**config.mk**
```make
export PLATFORM = sky130hd
export DESIGN_NAME = voice_transcoder_datapath
export DESIGN_NICKNAME = d
export VERILOG_FILES = /design/src/hdl/transcoder_pkg.sv /design/src/hdl/sample_buffer.sv /design/src/hdl/voice_transcoder_datapath.sv
export SDC_FILE = /design/constraint.sdc
export NUM_CORES = 2
export LEC_CHECK = 0
export ABC_AREA = 0
export BUFFER_PORTS_ARGS = -buffer_cell sky130_fd_sc_hd__buf_2
export CORE_ASPECT_RATIO = 2
export CORE_MARGIN = 5
export CORE_UTILIZATION = 52
export CTS_CLUSTER_DIAMETER = 120
export CTS_CLUSTER_SIZE = 28
export DETAILED_ROUTE_END_ITERATION = 8
export PLACE_DENSITY = 0.68
export SYNTH_ARGS = -nofsm -noshare
export SYNTH_HDL_FRONTEND = slang
export SYNTH_SLANG_ARGS = --single-unit
```
**constraint.sdc**
```tcl
create_clock -name sys_clk_i -period 18.8 [get_ports sys_clk_i]
set_clock_uncertainty 0.1 [all_clocks]
set_input_delay 2.82 -clock sys_clk_i [delete_from_list [all_inputs] [get_ports sys_clk_i]]
set_output_delay 2.82 -clock sys_clk_i [all_outputs]
set_load 0.01 [all_outputs]
```
**src/hdl/transcoder_pkg.sv**
```systemverilog
// Shared formats, companding constants, coder state types and rule summary.
// Contract
// Mu-law: 14-bit linear to 8-bit code and back
// A-law: 13-bit linear to 8-bit code and back
// Companding is memoryless, one sample each
// A-law codes XORed with 0x55 mask
// Mu-law codes XORed with all-ones mask
// Companded: one byte per 8 kHz sample
// Slope-delta encoder filters input before comparing
// Emit one and add step, else zero
// Step grows on three equal bits
// Reference accumulator is a leaky integrator
// Decoder tracks reference, then output filter
// Slope-delta: one bit per 16 kHz sample
// Silence maps to alternating ones and zeros
// Decode to linear, convert, then encode
// Optional interpolate or decimate by two
// Compressed 8 kHz, linear 8 or 16
// Prediction decoder: 80 bits to 80 samples
// Prediction encoder: 80 samples to 80 bits
// Synthesis filtering then postfilter on decode
// Decoder monitor tap, switchable off
// Converter output also feeds activity detector
// Duplex second channel is reverse conversion
// Coded frame is five 16-bit words
// Coders follow the published recommendations
// Rate converter has fixed low-pass filtering
package transcoder_pkg;

	localparam logic [2:0] FMT_LIN  = 3'h0;
	localparam logic [2:0] FMT_ULAW = 3'h1;
	localparam logic [2:0] FMT_ALAW = 3'h2;
	localparam logic [2:0] FMT_CVSD = 3'h3;
	localparam logic [2:0] FMT_G729 = 3'h4;

	localparam logic [1:0] SRC_NONE   = 2'h0;
	localparam logic [1:0] SRC_INTERP = 2'h1;
	localparam logic [1:0] SRC_DECIM  = 2'h2;

	localparam logic [7:0]  MU_MASK  = 8'hFF;
	localparam logic [7:0]  A_MASK   = 8'h55;
	localparam logic [13:0] MU_BIAS  = 14'h0021;
	localparam logic [13:0] MU_CLIP  = 14'h1FDE;
	localparam logic [12:0] A_BIAS   = 13'h0021;
	localparam logic [12:0] A_ROUND  = 13'h0001;
	localparam int          MU_SHIFT = 2;
	localparam int          A_SHIFT  = 3;
	localparam int          SEG_BASE = 5;

	localparam logic [15:0] STEP_MIN   = 16'h000A;
	localparam logic [15:0] STEP_MAX   = 16'h0A00;
	localparam int          STEP_UP_SH = 2;
	localparam int          STEP_DN_SH = 4;
	localparam int          LEAK_SH    = 5;
	localparam int          LP_SH      = 1;
	localparam logic signed [17:0] REF_MAX = 18'sh07FFF;
	localparam logic signed [17:0] REF_MIN = -18'sh08000;
	localparam logic [2:0]  HIST_IDLE  = 3'h2;

	localparam logic [6:0] G_SAMPLES = 7'h50;
	localparam logic [2:0] G_WORDS   = 3'h5;

	typedef enum logic [4:0] {
		ST_TAKE = 5'h01,
		ST_DEC  = 5'h02,
		ST_SRC  = 5'h04,
		ST_ENC  = 5'h08,
		ST_EMIT = 5'h10
	} state_type;

	typedef struct packed {
		logic signed [15:0] ref_v;
		logic [15:0]        step;
		logic [2:0]         hist;
	} cvsd_type;

	localparam cvsd_type CVSD_RST = '{ref_v: 16'sh0000, step: STEP_MIN, hist: HIST_IDLE};

	typedef struct packed {
		state_type          st;
		logic [15:0]        in_word;
		logic signed [15:0] lin;
		logic signed [15:0] prev;
		logic signed [15:0] cur;
		logic               half;
		logic [79:0]        gframe;
		logic [2:0]         gwords;
		logic [6:0]         gleft;
		logic [79:0]        eframe;
		logic [6:0]         ecnt;
		logic [2:0]         ewords;
		cvsd_type           dec;
		cvsd_type           enc;
		cvsd_type           gdec;
		cvsd_type           genc;
		logic signed [15:0] dflt;
		logic signed [15:0] eflt;
		logic signed [15:0] gflt;
		logic [15:0]        out_word;
		logic               mon_valid;
		logic signed [15:0] mon_data;
		logic               vad_valid;
		logic signed [15:0] vad_data;
	} chan_type;

endpackage : transcoder_pkg

```
**src/hdl/sample_buffer.sv**
```systemverilog
// Small valid/ready FIFO that decouples the coder from a stalling receiver.
module sample_buffer #(
	parameter int WIDTH = 16,
	parameter int DEPTH = 2
) (
	// Clock and reset
	input  wire logic             sys_clk_i,
	input  wire logic             rst_i,
	// Fill side
	input  wire logic             wr_valid_i,
	input  wire logic [WIDTH-1:0] wr_data_i,
	output logic                  wr_ready_o,
	// Drain side
	output logic                  rd_valid_o,
	output logic [WIDTH-1:0]      rd_data_o,
	input  wire logic             rd_ready_i
);

	localparam int AW = (DEPTH > 1) ? $clog2(DEPTH) : 1;

	generate
		if (DEPTH < 2 || (DEPTH & (DEPTH - 1)) != 0) begin : g_bad_depth
			$error("sample_buffer DEPTH must be a power of two of at least 2");
		end
	endgenerate

	typedef struct packed {
		logic [DEPTH-1:0][WIDTH-1:0] mem;
		logic [AW-1:0]               wp;
		logic [AW-1:0]               rp;
		logic [AW:0]                 cnt;
	} buf_type;

	buf_type r;
	buf_type n;
	logic    push;
	logic    pop;

	assign wr_ready_o = (r.cnt != (AW+1)'(DEPTH));
	assign rd_valid_o = (r.cnt != '0);
	assign rd_data_o  = r.mem[r.rp];
	assign push       = wr_valid_i && wr_ready_o;
	assign pop        = rd_valid_o && rd_ready_i;

	always_comb begin
		n = r;
		if (push) begin
			n.mem[r.wp] = wr_data_i;
			n.wp        = r.wp + 1'b1;
		end
		if (pop) begin
			n.rp = r.rp + 1'b1;
		end
		n.cnt = r.cnt + (AW+1)'(push) - (AW+1)'(pop);
	end

	always_ff @(posedge sys_clk_i or posedge rst_i) begin
		if (rst_i) begin
			r <= '0;
		end else begin
			r <= n;
		end
	end

endmodule : sample_buffer

```
**src/hdl/voice_transcoder_datapath.sv**
```systemverilog
// Single-channel transcoder: input decoder, rate converter, output encoder.
module voice_transcoder_datapath #(
	parameter int BUF_DEPTH = 2
) (
	// Clock and reset
	input  wire logic        sys_clk_i,
	input  wire logic        rst_i,
	// Configuration
	input  wire logic [2:0]  in_fmt_i,
	input  wire logic [2:0]  out_fmt_i,
	input  wire logic [1:0]  src_mode_i,
	input  wire logic        reverse_i,
	input  wire logic        mon_en_i,
	// Input frame words
	input  wire logic        in_valid_i,
	input  wire logic [15:0] in_data_i,
	output logic             in_ready_o,
	// Output frame words
	output logic             out_valid_o,
	output logic [15:0]      out_data_o,
	input  wire logic        out_ready_i,
	// Decoder monitor tap
	output logic             mon_valid_o,
	output logic [15:0]      mon_data_o,
	// Voice activity detector feed
	output logic             vad_valid_o,
	output logic [15:0]      vad_data_o
);

	localparam transcoder_pkg::chan_type CHAN_RST = '{
		st:   transcoder_pkg::ST_TAKE,
		dec:  transcoder_pkg::CVSD_RST,
		enc:  transcoder_pkg::CVSD_RST,
		gdec: transcoder_pkg::CVSD_RST,
		genc: transcoder_pkg::CVSD_RST,
		default: '0
	};

	transcoder_pkg::chan_type r;
	transcoder_pkg::chan_type n;
	logic [2:0]               fmt_in;
	logic [2:0]               fmt_out;
	logic                     got;
	logic                     ebit;
	logic signed [15:0]       efl;
	logic                     buf_ready;

	// standard segment tables
	// mu-law compress
	function automatic logic [7:0] mu_enc(input logic signed [15:0] s);
		logic [13:0] x;
		logic        neg;
		logic [13:0] mag;
		logic [2:0]  seg;
		logic [3:0]  man;
		x   = 14'(s >>> transcoder_pkg::MU_SHIFT);
		neg = x[13];
		mag = neg ? 14'(-x) : x;
		if (mag > transcoder_pkg::MU_CLIP) begin
			mag = transcoder_pkg::MU_CLIP;
		end
		mag = mag + transcoder_pkg::MU_BIAS;
		seg = '0;
		for (int i = 1; i < 8; i++) begin
			if (mag[i + transcoder_pkg::SEG_BASE]) begin
				seg = 3'(i);
			end
		end
		man = 4'(mag >> (seg + 3'h1));
		// invert all bits
		return {neg, seg, man} ^ transcoder_pkg::MU_MASK;
	endfunction : mu_enc

	// mu-law expand
	function automatic logic signed [15:0] mu_dec(input logic [7:0] c);
		logic [7:0]  p;
		logic [13:0] t;
		// undo inversion
		p = c ^ transcoder_pkg::MU_MASK;
		t = (14'(p[3:0]) << 1) + transcoder_pkg::MU_BIAS;
		t = (t << p[6:4]) - transcoder_pkg::MU_BIAS;
		return p[7] ? -signed'({t, 2'h0}) : signed'({t, 2'h0});
	endfunction : mu_dec

	// A-law compress
	function automatic logic [7:0] a_enc(input logic signed [15:0] s);
		logic [12:0] x;
		logic        neg;
		logic [11:0] mag;
		logic [2:0]  seg;
		logic [3:0]  man;
		x   = 13'(s >>> transcoder_pkg::A_SHIFT);
		neg = x[12];
		mag = neg ? ~x[11:0] : x[11:0];
		seg = '0;
		for (int i = 0; i < 7; i++) begin
			if (mag[i + transcoder_pkg::SEG_BASE]) begin
				seg = 3'(i + 1);
			end
		end
		man = (seg == 3'h0) ? mag[4:1] : 4'(mag >> seg);
		// invert even bits
		return {~neg, seg, man} ^ transcoder_pkg::A_MASK;
	endfunction : a_enc

	// A-law expand
	function automatic logic signed [15:0] a_dec(input logic [7:0] c);
		logic [7:0]  p;
		logic [12:0] t;
		// undo even inversion
		p = c ^ transcoder_pkg::A_MASK;
		t = 13'(p[3:0]) << 1;
		if (p[6:4] == 3'h0) begin
			t = t + transcoder_pkg::A_ROUND;
		end else begin
			t = (t + transcoder_pkg::A_BIAS) << (p[6:4] - 3'h1);
		end
		return p[7] ? signed'({t, 3'h0}) : -signed'({t, 3'h0});
	endfunction : a_dec

	// One slope-delta update shared by every tracking coder.
	function automatic transcoder_pkg::cvsd_type cvsd_step(
		input transcoder_pkg::cvsd_type c,
		input logic                     b
	);
		transcoder_pkg::cvsd_type o;
		logic signed [17:0]       a;
		o.hist = {c.hist[1:0], b};
		// exponential step adaptation
		if (o.hist == 3'h7 || o.hist == 3'h0) begin
			o.step = c.step + (c.step >> transcoder_pkg::STEP_UP_SH);
			if (o.step > transcoder_pkg::STEP_MAX) begin
				o.step = transcoder_pkg::STEP_MAX;
			end
		end else begin
			o.step = c.step - (c.step >> transcoder_pkg::STEP_DN_SH);
			if (o.step < transcoder_pkg::STEP_MIN) begin
				o.step = transcoder_pkg::STEP_MIN;
			end
		end
		// leaky reference integrator
		a = 18'(c.ref_v) - 18'(c.ref_v >>> transcoder_pkg::LEAK_SH);
		// add or subtract step
		if (b) begin
			a = a + $signed({2'h0, c.step});
		end else begin
			a = a - $signed({2'h0, c.step});
		end
		if (a > transcoder_pkg::REF_MAX) begin
			a = transcoder_pkg::REF_MAX;
		end else if (a < transcoder_pkg::REF_MIN) begin
			a = transcoder_pkg::REF_MIN;
		end
		o.ref_v = 16'(a);
		return o;
	endfunction : cvsd_step

	// First-order low-pass used as band-limit and postfilter.
	function automatic logic signed [15:0] lp(
		input logic signed [15:0] y,
		input logic signed [15:0] x
	);
		logic signed [16:0] d;
		d = 17'(x) - 17'(y);
		return y + 16'(d >>> transcoder_pkg::LP_SH);
	endfunction : lp

	// fixed two-tap averaging filter
	function automatic logic signed [15:0] avg(
		input logic signed [15:0] a,
		input logic signed [15:0] b
	);
		logic signed [16:0] s;
		s = 17'(a) + 17'(b);
		return 16'(s >>> 1);
	endfunction : avg

	// Where to go once a sample has been fully handled.
	function automatic transcoder_pkg::state_type after(
		input transcoder_pkg::chan_type c,
		input logic [1:0]               mode
	);
		if (mode == transcoder_pkg::SRC_INTERP && c.half) begin
			return transcoder_pkg::ST_SRC;
		end else if (c.gleft != '0) begin
			return transcoder_pkg::ST_DEC;
		end
		return transcoder_pkg::ST_TAKE;
	endfunction : after

	// reverse channel swaps formats
	assign fmt_in     = reverse_i ? out_fmt_i : in_fmt_i;
	assign fmt_out    = reverse_i ? in_fmt_i : out_fmt_i;
	assign in_ready_o = (r.st == transcoder_pkg::ST_TAKE);

	always_comb begin
		n           = r;
		got         = 1'b1;
		ebit        = 1'b0;
		efl         = r.eflt;
		n.mon_valid = 1'b0;
		n.vad_valid = 1'b0;
		case (r.st)
			transcoder_pkg::ST_TAKE: begin
				if (in_valid_i) begin
					n.in_word = in_data_i;
					n.st      = transcoder_pkg::ST_DEC;
				end
			end
			// decode to linear first
			transcoder_pkg::ST_DEC: begin
				case (fmt_in)
					// one byte per sample
					transcoder_pkg::FMT_ULAW: n.lin = mu_dec(r.in_word[7:0]);
					transcoder_pkg::FMT_ALAW: n.lin = a_dec(r.in_word[7:0]);
					// track then filter
					transcoder_pkg::FMT_CVSD: begin
						n.dec  = cvsd_step(r.dec, r.in_word[0]);
						n.dflt = lp(r.dflt, n.dec.ref_v);
						n.lin  = n.dflt;
					end
					transcoder_pkg::FMT_G729: begin
						if (r.gleft == '0) begin
							got = 1'b0;
							// five words per frame
							n.gframe = {r.gframe[63:0], r.in_word};
							if (r.gwords == transcoder_pkg::G_WORDS - 3'h1) begin
								n.gwords = '0;
								// eighty samples follow
								n.gleft = transcoder_pkg::G_SAMPLES;
								n.st    = transcoder_pkg::ST_DEC;
							end else begin
								n.gwords = r.gwords + 3'h1;
								n.st     = transcoder_pkg::ST_TAKE;
							end
						end else begin
							// synthesis then postfilter
							n.gdec   = cvsd_step(r.gdec, r.gframe[79]);
							n.gframe = r.gframe << 1;
							n.gleft  = r.gleft - 7'h1;
							n.gflt   = lp(r.gflt, n.gdec.ref_v);
							n.lin    = n.gflt;
						end
					end
					// linear at either rate
					default: n.lin = signed'(r.in_word);
				endcase
				if (got) begin
					n.st = transcoder_pkg::ST_SRC;
					// switchable monitor tap
					if (mon_en_i) begin
						n.mon_valid = 1'b1;
						n.mon_data  = n.lin;
					end
				end
			end
			// optional rate conversion
			transcoder_pkg::ST_SRC: begin
				case (src_mode_i)
					transcoder_pkg::SRC_DECIM: begin
						if (!r.half) begin
							n.prev = r.lin;
							n.half = 1'b1;
							n.st   = after(r, src_mode_i);
						end else begin
							n.cur  = avg(r.prev, r.lin);
							n.half = 1'b0;
							n.st   = transcoder_pkg::ST_ENC;
						end
					end
					transcoder_pkg::SRC_INTERP: begin
						if (!r.half) begin
							n.cur  = avg(r.prev, r.lin);
							n.half = 1'b1;
						end else begin
							n.cur  = r.lin;
							n.prev = r.lin;
							n.half = 1'b0;
						end
						n.st = transcoder_pkg::ST_ENC;
					end
					default: begin
						n.cur = r.lin;
						n.st  = transcoder_pkg::ST_ENC;
					end
				endcase
			end
			transcoder_pkg::ST_ENC: begin
				// detector fed beside encoder
				n.vad_valid = 1'b1;
				n.vad_data  = r.cur;
				n.st        = transcoder_pkg::ST_EMIT;
				case (fmt_out)
					// memoryless companding
					transcoder_pkg::FMT_ULAW: n.out_word = {8'h00, mu_enc(r.cur)};
					transcoder_pkg::FMT_ALAW: n.out_word = {8'h00, a_enc(r.cur)};
					transcoder_pkg::FMT_CVSD: begin
						// band-limit before compare
						efl    = lp(r.eflt, r.cur);
						n.eflt = efl;
						// zero input alternates
						ebit  = (efl > r.enc.ref_v);
						n.enc = cvsd_step(r.enc, ebit);
						// one bit per sample
						n.out_word = {15'h0000, ebit};
					end
					transcoder_pkg::FMT_G729: begin
						ebit     = (r.cur > r.genc.ref_v);
						n.genc   = cvsd_step(r.genc, ebit);
						n.eframe = {r.eframe[78:0], ebit};
						// eighty samples per frame
						if (r.ecnt == transcoder_pkg::G_SAMPLES - 7'h1) begin
							n.ecnt     = '0;
							n.ewords   = transcoder_pkg::G_WORDS;
							n.out_word = n.eframe[79:64];
						end else begin
							n.ecnt = r.ecnt + 7'h1;
							n.st   = after(r, src_mode_i);
						end
					end
					default: n.out_word = r.cur;
				endcase
			end
			transcoder_pkg::ST_EMIT: begin
				if (buf_ready) begin
					// frame leaves as words
					if (r.ewords > 3'h1) begin
						n.ewords   = r.ewords - 3'h1;
						n.eframe   = r.eframe << 16;
						n.out_word = n.eframe[79:64];
					end else begin
						n.ewords = '0;
						n.st     = after(r, src_mode_i);
					end
				end
			end
			default: n = CHAN_RST;
		endcase
	end

	always_ff @(posedge sys_clk_i or posedge rst_i) begin
		if (rst_i) begin
			r <= CHAN_RST;
		end else begin
			r <= n;
		end
	end

	sample_buffer #(
		.WIDTH(16),
		.DEPTH(BUF_DEPTH)
	) u_out_buffer (
		.sys_clk_i (sys_clk_i),
		.rst_i     (rst_i),
		.wr_valid_i(r.st == transcoder_pkg::ST_EMIT),
		.wr_data_i (r.out_word),
		.wr_ready_o(buf_ready),
		.rd_valid_o(out_valid_o),
		.rd_data_o (out_data_o),
		.rd_ready_i(out_ready_i)
	);

	assign mon_valid_o = r.mon_valid;
	assign mon_data_o  = r.mon_data;
	assign vad_valid_o = r.vad_valid;
	assign vad_data_o  = r.vad_data;

endmodule : voice_transcoder_datapath

```
==> results.py <==
metrics = {
    "logic_synthesis": {
        "synth_seq_area_share_pct": 29.65,
        "synthArstFlopShare_pct": 100.0,
        "synth_nets": 5813,
        "synth_area_per_cell_um2": 8.175,
        "synthTopCellsByArea": "dfrtp_1 29%, ha_1 11%, nand2_1 5.3%",
        "synthFlopType": "dfrtp_1",
        "yosys_warnings": 0,
        "ys_ff_latch": 519,
        "netlist_area_mm2": 0.04386,
        "yosys.area.top_type": "dfrtp_1",
        "synth_top_area_share_pct": 28.87,
        "ys_types": 98,
        "synth_edf_count": 0,
        "synthCells": 5365,
    },
    "global_route": {
        "grt_max_degree": 159,
        "grt.overflow.total": 0,
        "grt_pass1_vias": 39700,
        "grt_usage_pct": 27.59,
        "antenna_found_initial": 7,
        "grt_pass1_wl_um": 205700,
    },
    "timing": {
        "slew_headroom_pct": 13.38,
        "fmax_ghz": 0.1005,
        "period_share_pct": 52.93,
        "tightestPinTransition_ns": 1.295,
        "rsz0062_at_grt": "no",
        "period_needed_ns": 9.951,
        "setup_violations": 0,
        "final.setup.tns_ns": 0,
        "maxSlewViolCount": 0,
        "finalHoldViolCount": 0,
    },
    "clock_network": {
        "worstSkewPairLatency_ns": 0.63,
        "cts.sinks": 519,
        "cts_setup_buffers": 0,
        "cts_buffers": 22,
        "cts_resized": 0,
        "path_clk_slew_ns": 0.13,
        "hold_buffers": 0,
        "cts_root_buffer": "clkbuf_16",
        "clk_path_buf_depth": 3,
        "htreeDepth": 1,
        "cts_tree": "built",
    },
    "critical_path": {
        "arrival_ns": 10.34,
        "path_class": "reg -> reg",
        "path_depth": 45,
        "critPathCaptureType": "register",
        "critPathMaxFanout": 16,
        "critPathBufInv": 2,
        "max_stage_delay_ns": 0.64,
        "critical-path-top-delay-family": "compound AO/OA/AOI/OAI gates",
        "crit_slowest_cell": "a311o_1",
        "cp-start-kind": "register",
        "required_ns": 19.19,
        "rr_worst_depth": 45,
    },
    "drt": {
        "wirelength_um": 129800,
        "vias": 39710,
        "drtPass1Iterations": 8,
        "final_antenna_net_count": 0,
        "drc": 0,
        "dr.first_iter.drc_count": 3130,
        "vias_per_cell": 6.245,
        "wl_per_cell_um": 20.41,
    },
    "floorplan": {
        "io-pin-count": 82,
        "initial_core_util_pct": 52.39,
        "fp-row-count": 150,
        "die_w_um": 215.4,
        "dieArea_mm2": 0.09060,
        "die_y_um": 420.7,
        "core_area_mm2": 0.08371,
    },
    "placement": {
        "gp_congestion": 0.9544,
        "dp_hpwl_um": 98190,
        "io_buffer_count": 81,
    },
    "finish": {
        "fin_nets": 5723,
        "drive_above_1_share_pct": 6.087,
        "area_delta_synth_final_pct": 4.351,
    },
    "run": {
        "drv_cap": 0,
    },
    "min_path": {
        "holdPathStages": 2,
        "hold_path_class": "reg -> reg",
    },
    "run_status": {
        "outcome": "completed",
    },
}
## placed cells by master (no fill, tap or decap), drive strengths merged, types with 61 or more instances in the layout
master  count
inv       357
a21oi     363
nand2b     65
nor3      103
nor2b      74
buf       146
a21o      102
ha        395
a22o      122
nor2      451
nand2     623
dfrtp     506
o21ai     431
nand3     138
mux2       61
xor2      112
a221oi     65
xnor2     266
## cell families after synthesis
| family | Yosys count | synth area share [%] |
|---|---|---|
| adder cells (fa/ha/maj) | 418 | 12.32 |
| multiplexers | 108 | 2.656 |
| AO/OA/AOI/OAI | 1632 | 24.55 |
| XOR/XNOR | 378 | 7.592 |
| flip-flops | 519 | 29.65 |
| buffers and inverters | 622 | 5.626 |
| AND/OR/NAND/NOR | 1688 | 17.61 |
## final timing paths
path	start	slack, ns	end
setup reg to reg	r[228]	8.85	r[466]
min in group asynchronous	rst_i	2.26	r[136]
hold / removal	r[99]	0.37	r[99]
max in group asynchronous	rst_i	14.09	r[277]
hold reg to reg	r[99]	0.37	r[99]
setup / recovery	r[228]	8.85	r[466]
## worst register-to-register path, delay by kind of cell, from the launching register on
family	cells	cell delay, ns
flip-flops	1	0.42
AO/OA/AOI/OAI	25	5.54
XOR/XNOR	4	0.87
adder cells (fa/ha/maj)	4	1.14
buffers and inverters	2	0.15
AND/OR/NAND/NOR	10	1.60
## flip-flops by register name (all words and copies together) (netlist names)
register        cells
u_out_buffer.r     36
vad_valid_o         1
mon_valid_o         1
mon_data_o         16
r                 449
vad_data_o         16
## per-layer routing
| layer | part of all wire, % | track usage [%] |
|---|---|---|
| met5 | 0.023 | 0 |
| met3 | 4.3 | 2.604 |
| met4 | 7.0 | 16.35 |
| met2 | 52 | 52.51 |
| met1 | 37 | 29.35 |
## stage by stage
| step | utilization [%] | hold WS [ns] | instance area, um2 | instances | setup WS, ns |
|---|---|---|---|---|---|
| after global routing | 54.66 | 0.3798 | 45760 | 6355 | 8.179 |
| after global placement | 53.87 | 0.3453 | 45090 | 6315 | 8.987 |
| after floorplan | - | 0.3390 | 43860 | 5365 | 1.403 |
| after CTS | 54.66 | 0.3670 | 45750 | 6354 | 8.951 |
| final | 54.67 | 0.3653 | 45770 | 6359 | 8.849 |
| after detailed placement | 53.87 | 0.3501 | 45090 | 6315 | 8.977 |
## area by class of cell
type | instances | area (um2)
Tap cell | 1064 | 1331
Antenna cell | 5 | 12.51
Clock inverter | 3 | 57.56
Multi-Input combinational cell | 4224 | 28480
Sequential cell | 519 | 13000
Clock buffer | 36 | 603.1
Inverter | 362 | 1368
Timing Repair Buffer | 146 | 905.9
Fill cell | 8080 | 37940
## synth_stat cells (20+ instances only)
cell	instances
ha_1	395
a31oi_1	52
a21boi_0	38
and3_1	20
o211ai_1	34
o21bai_1	31
nand2_1	622
or3_1	32
o22ai_1	36
o21a_1	45
o221ai_1	29
a22oi_1	41
nor4_1	22
a21o_1	102
nor2b_1	74
xnor2_1	266
and2_1	21
a211oi_1	24
o21ai_1	31
mux2i_1	47
nor2_1	451
nand3_1	138
inv_1	355
nand2b_1	65
mux2_2	59
a21oi_1	361
buf_4	32
clkbuf_1	211
or2_2	20
xor2_1	111
o21ai_0	400
nor3_1	103
a22o_1	122
nand4_1	52
o31ai_1	32
dfrtp_1	506
o41ai_1	23
fa_1	23
a221oi_1	65
Power is not shown: default switching activity piles up to over one toggle a cycle in this logic, so the estimate is an artifact.
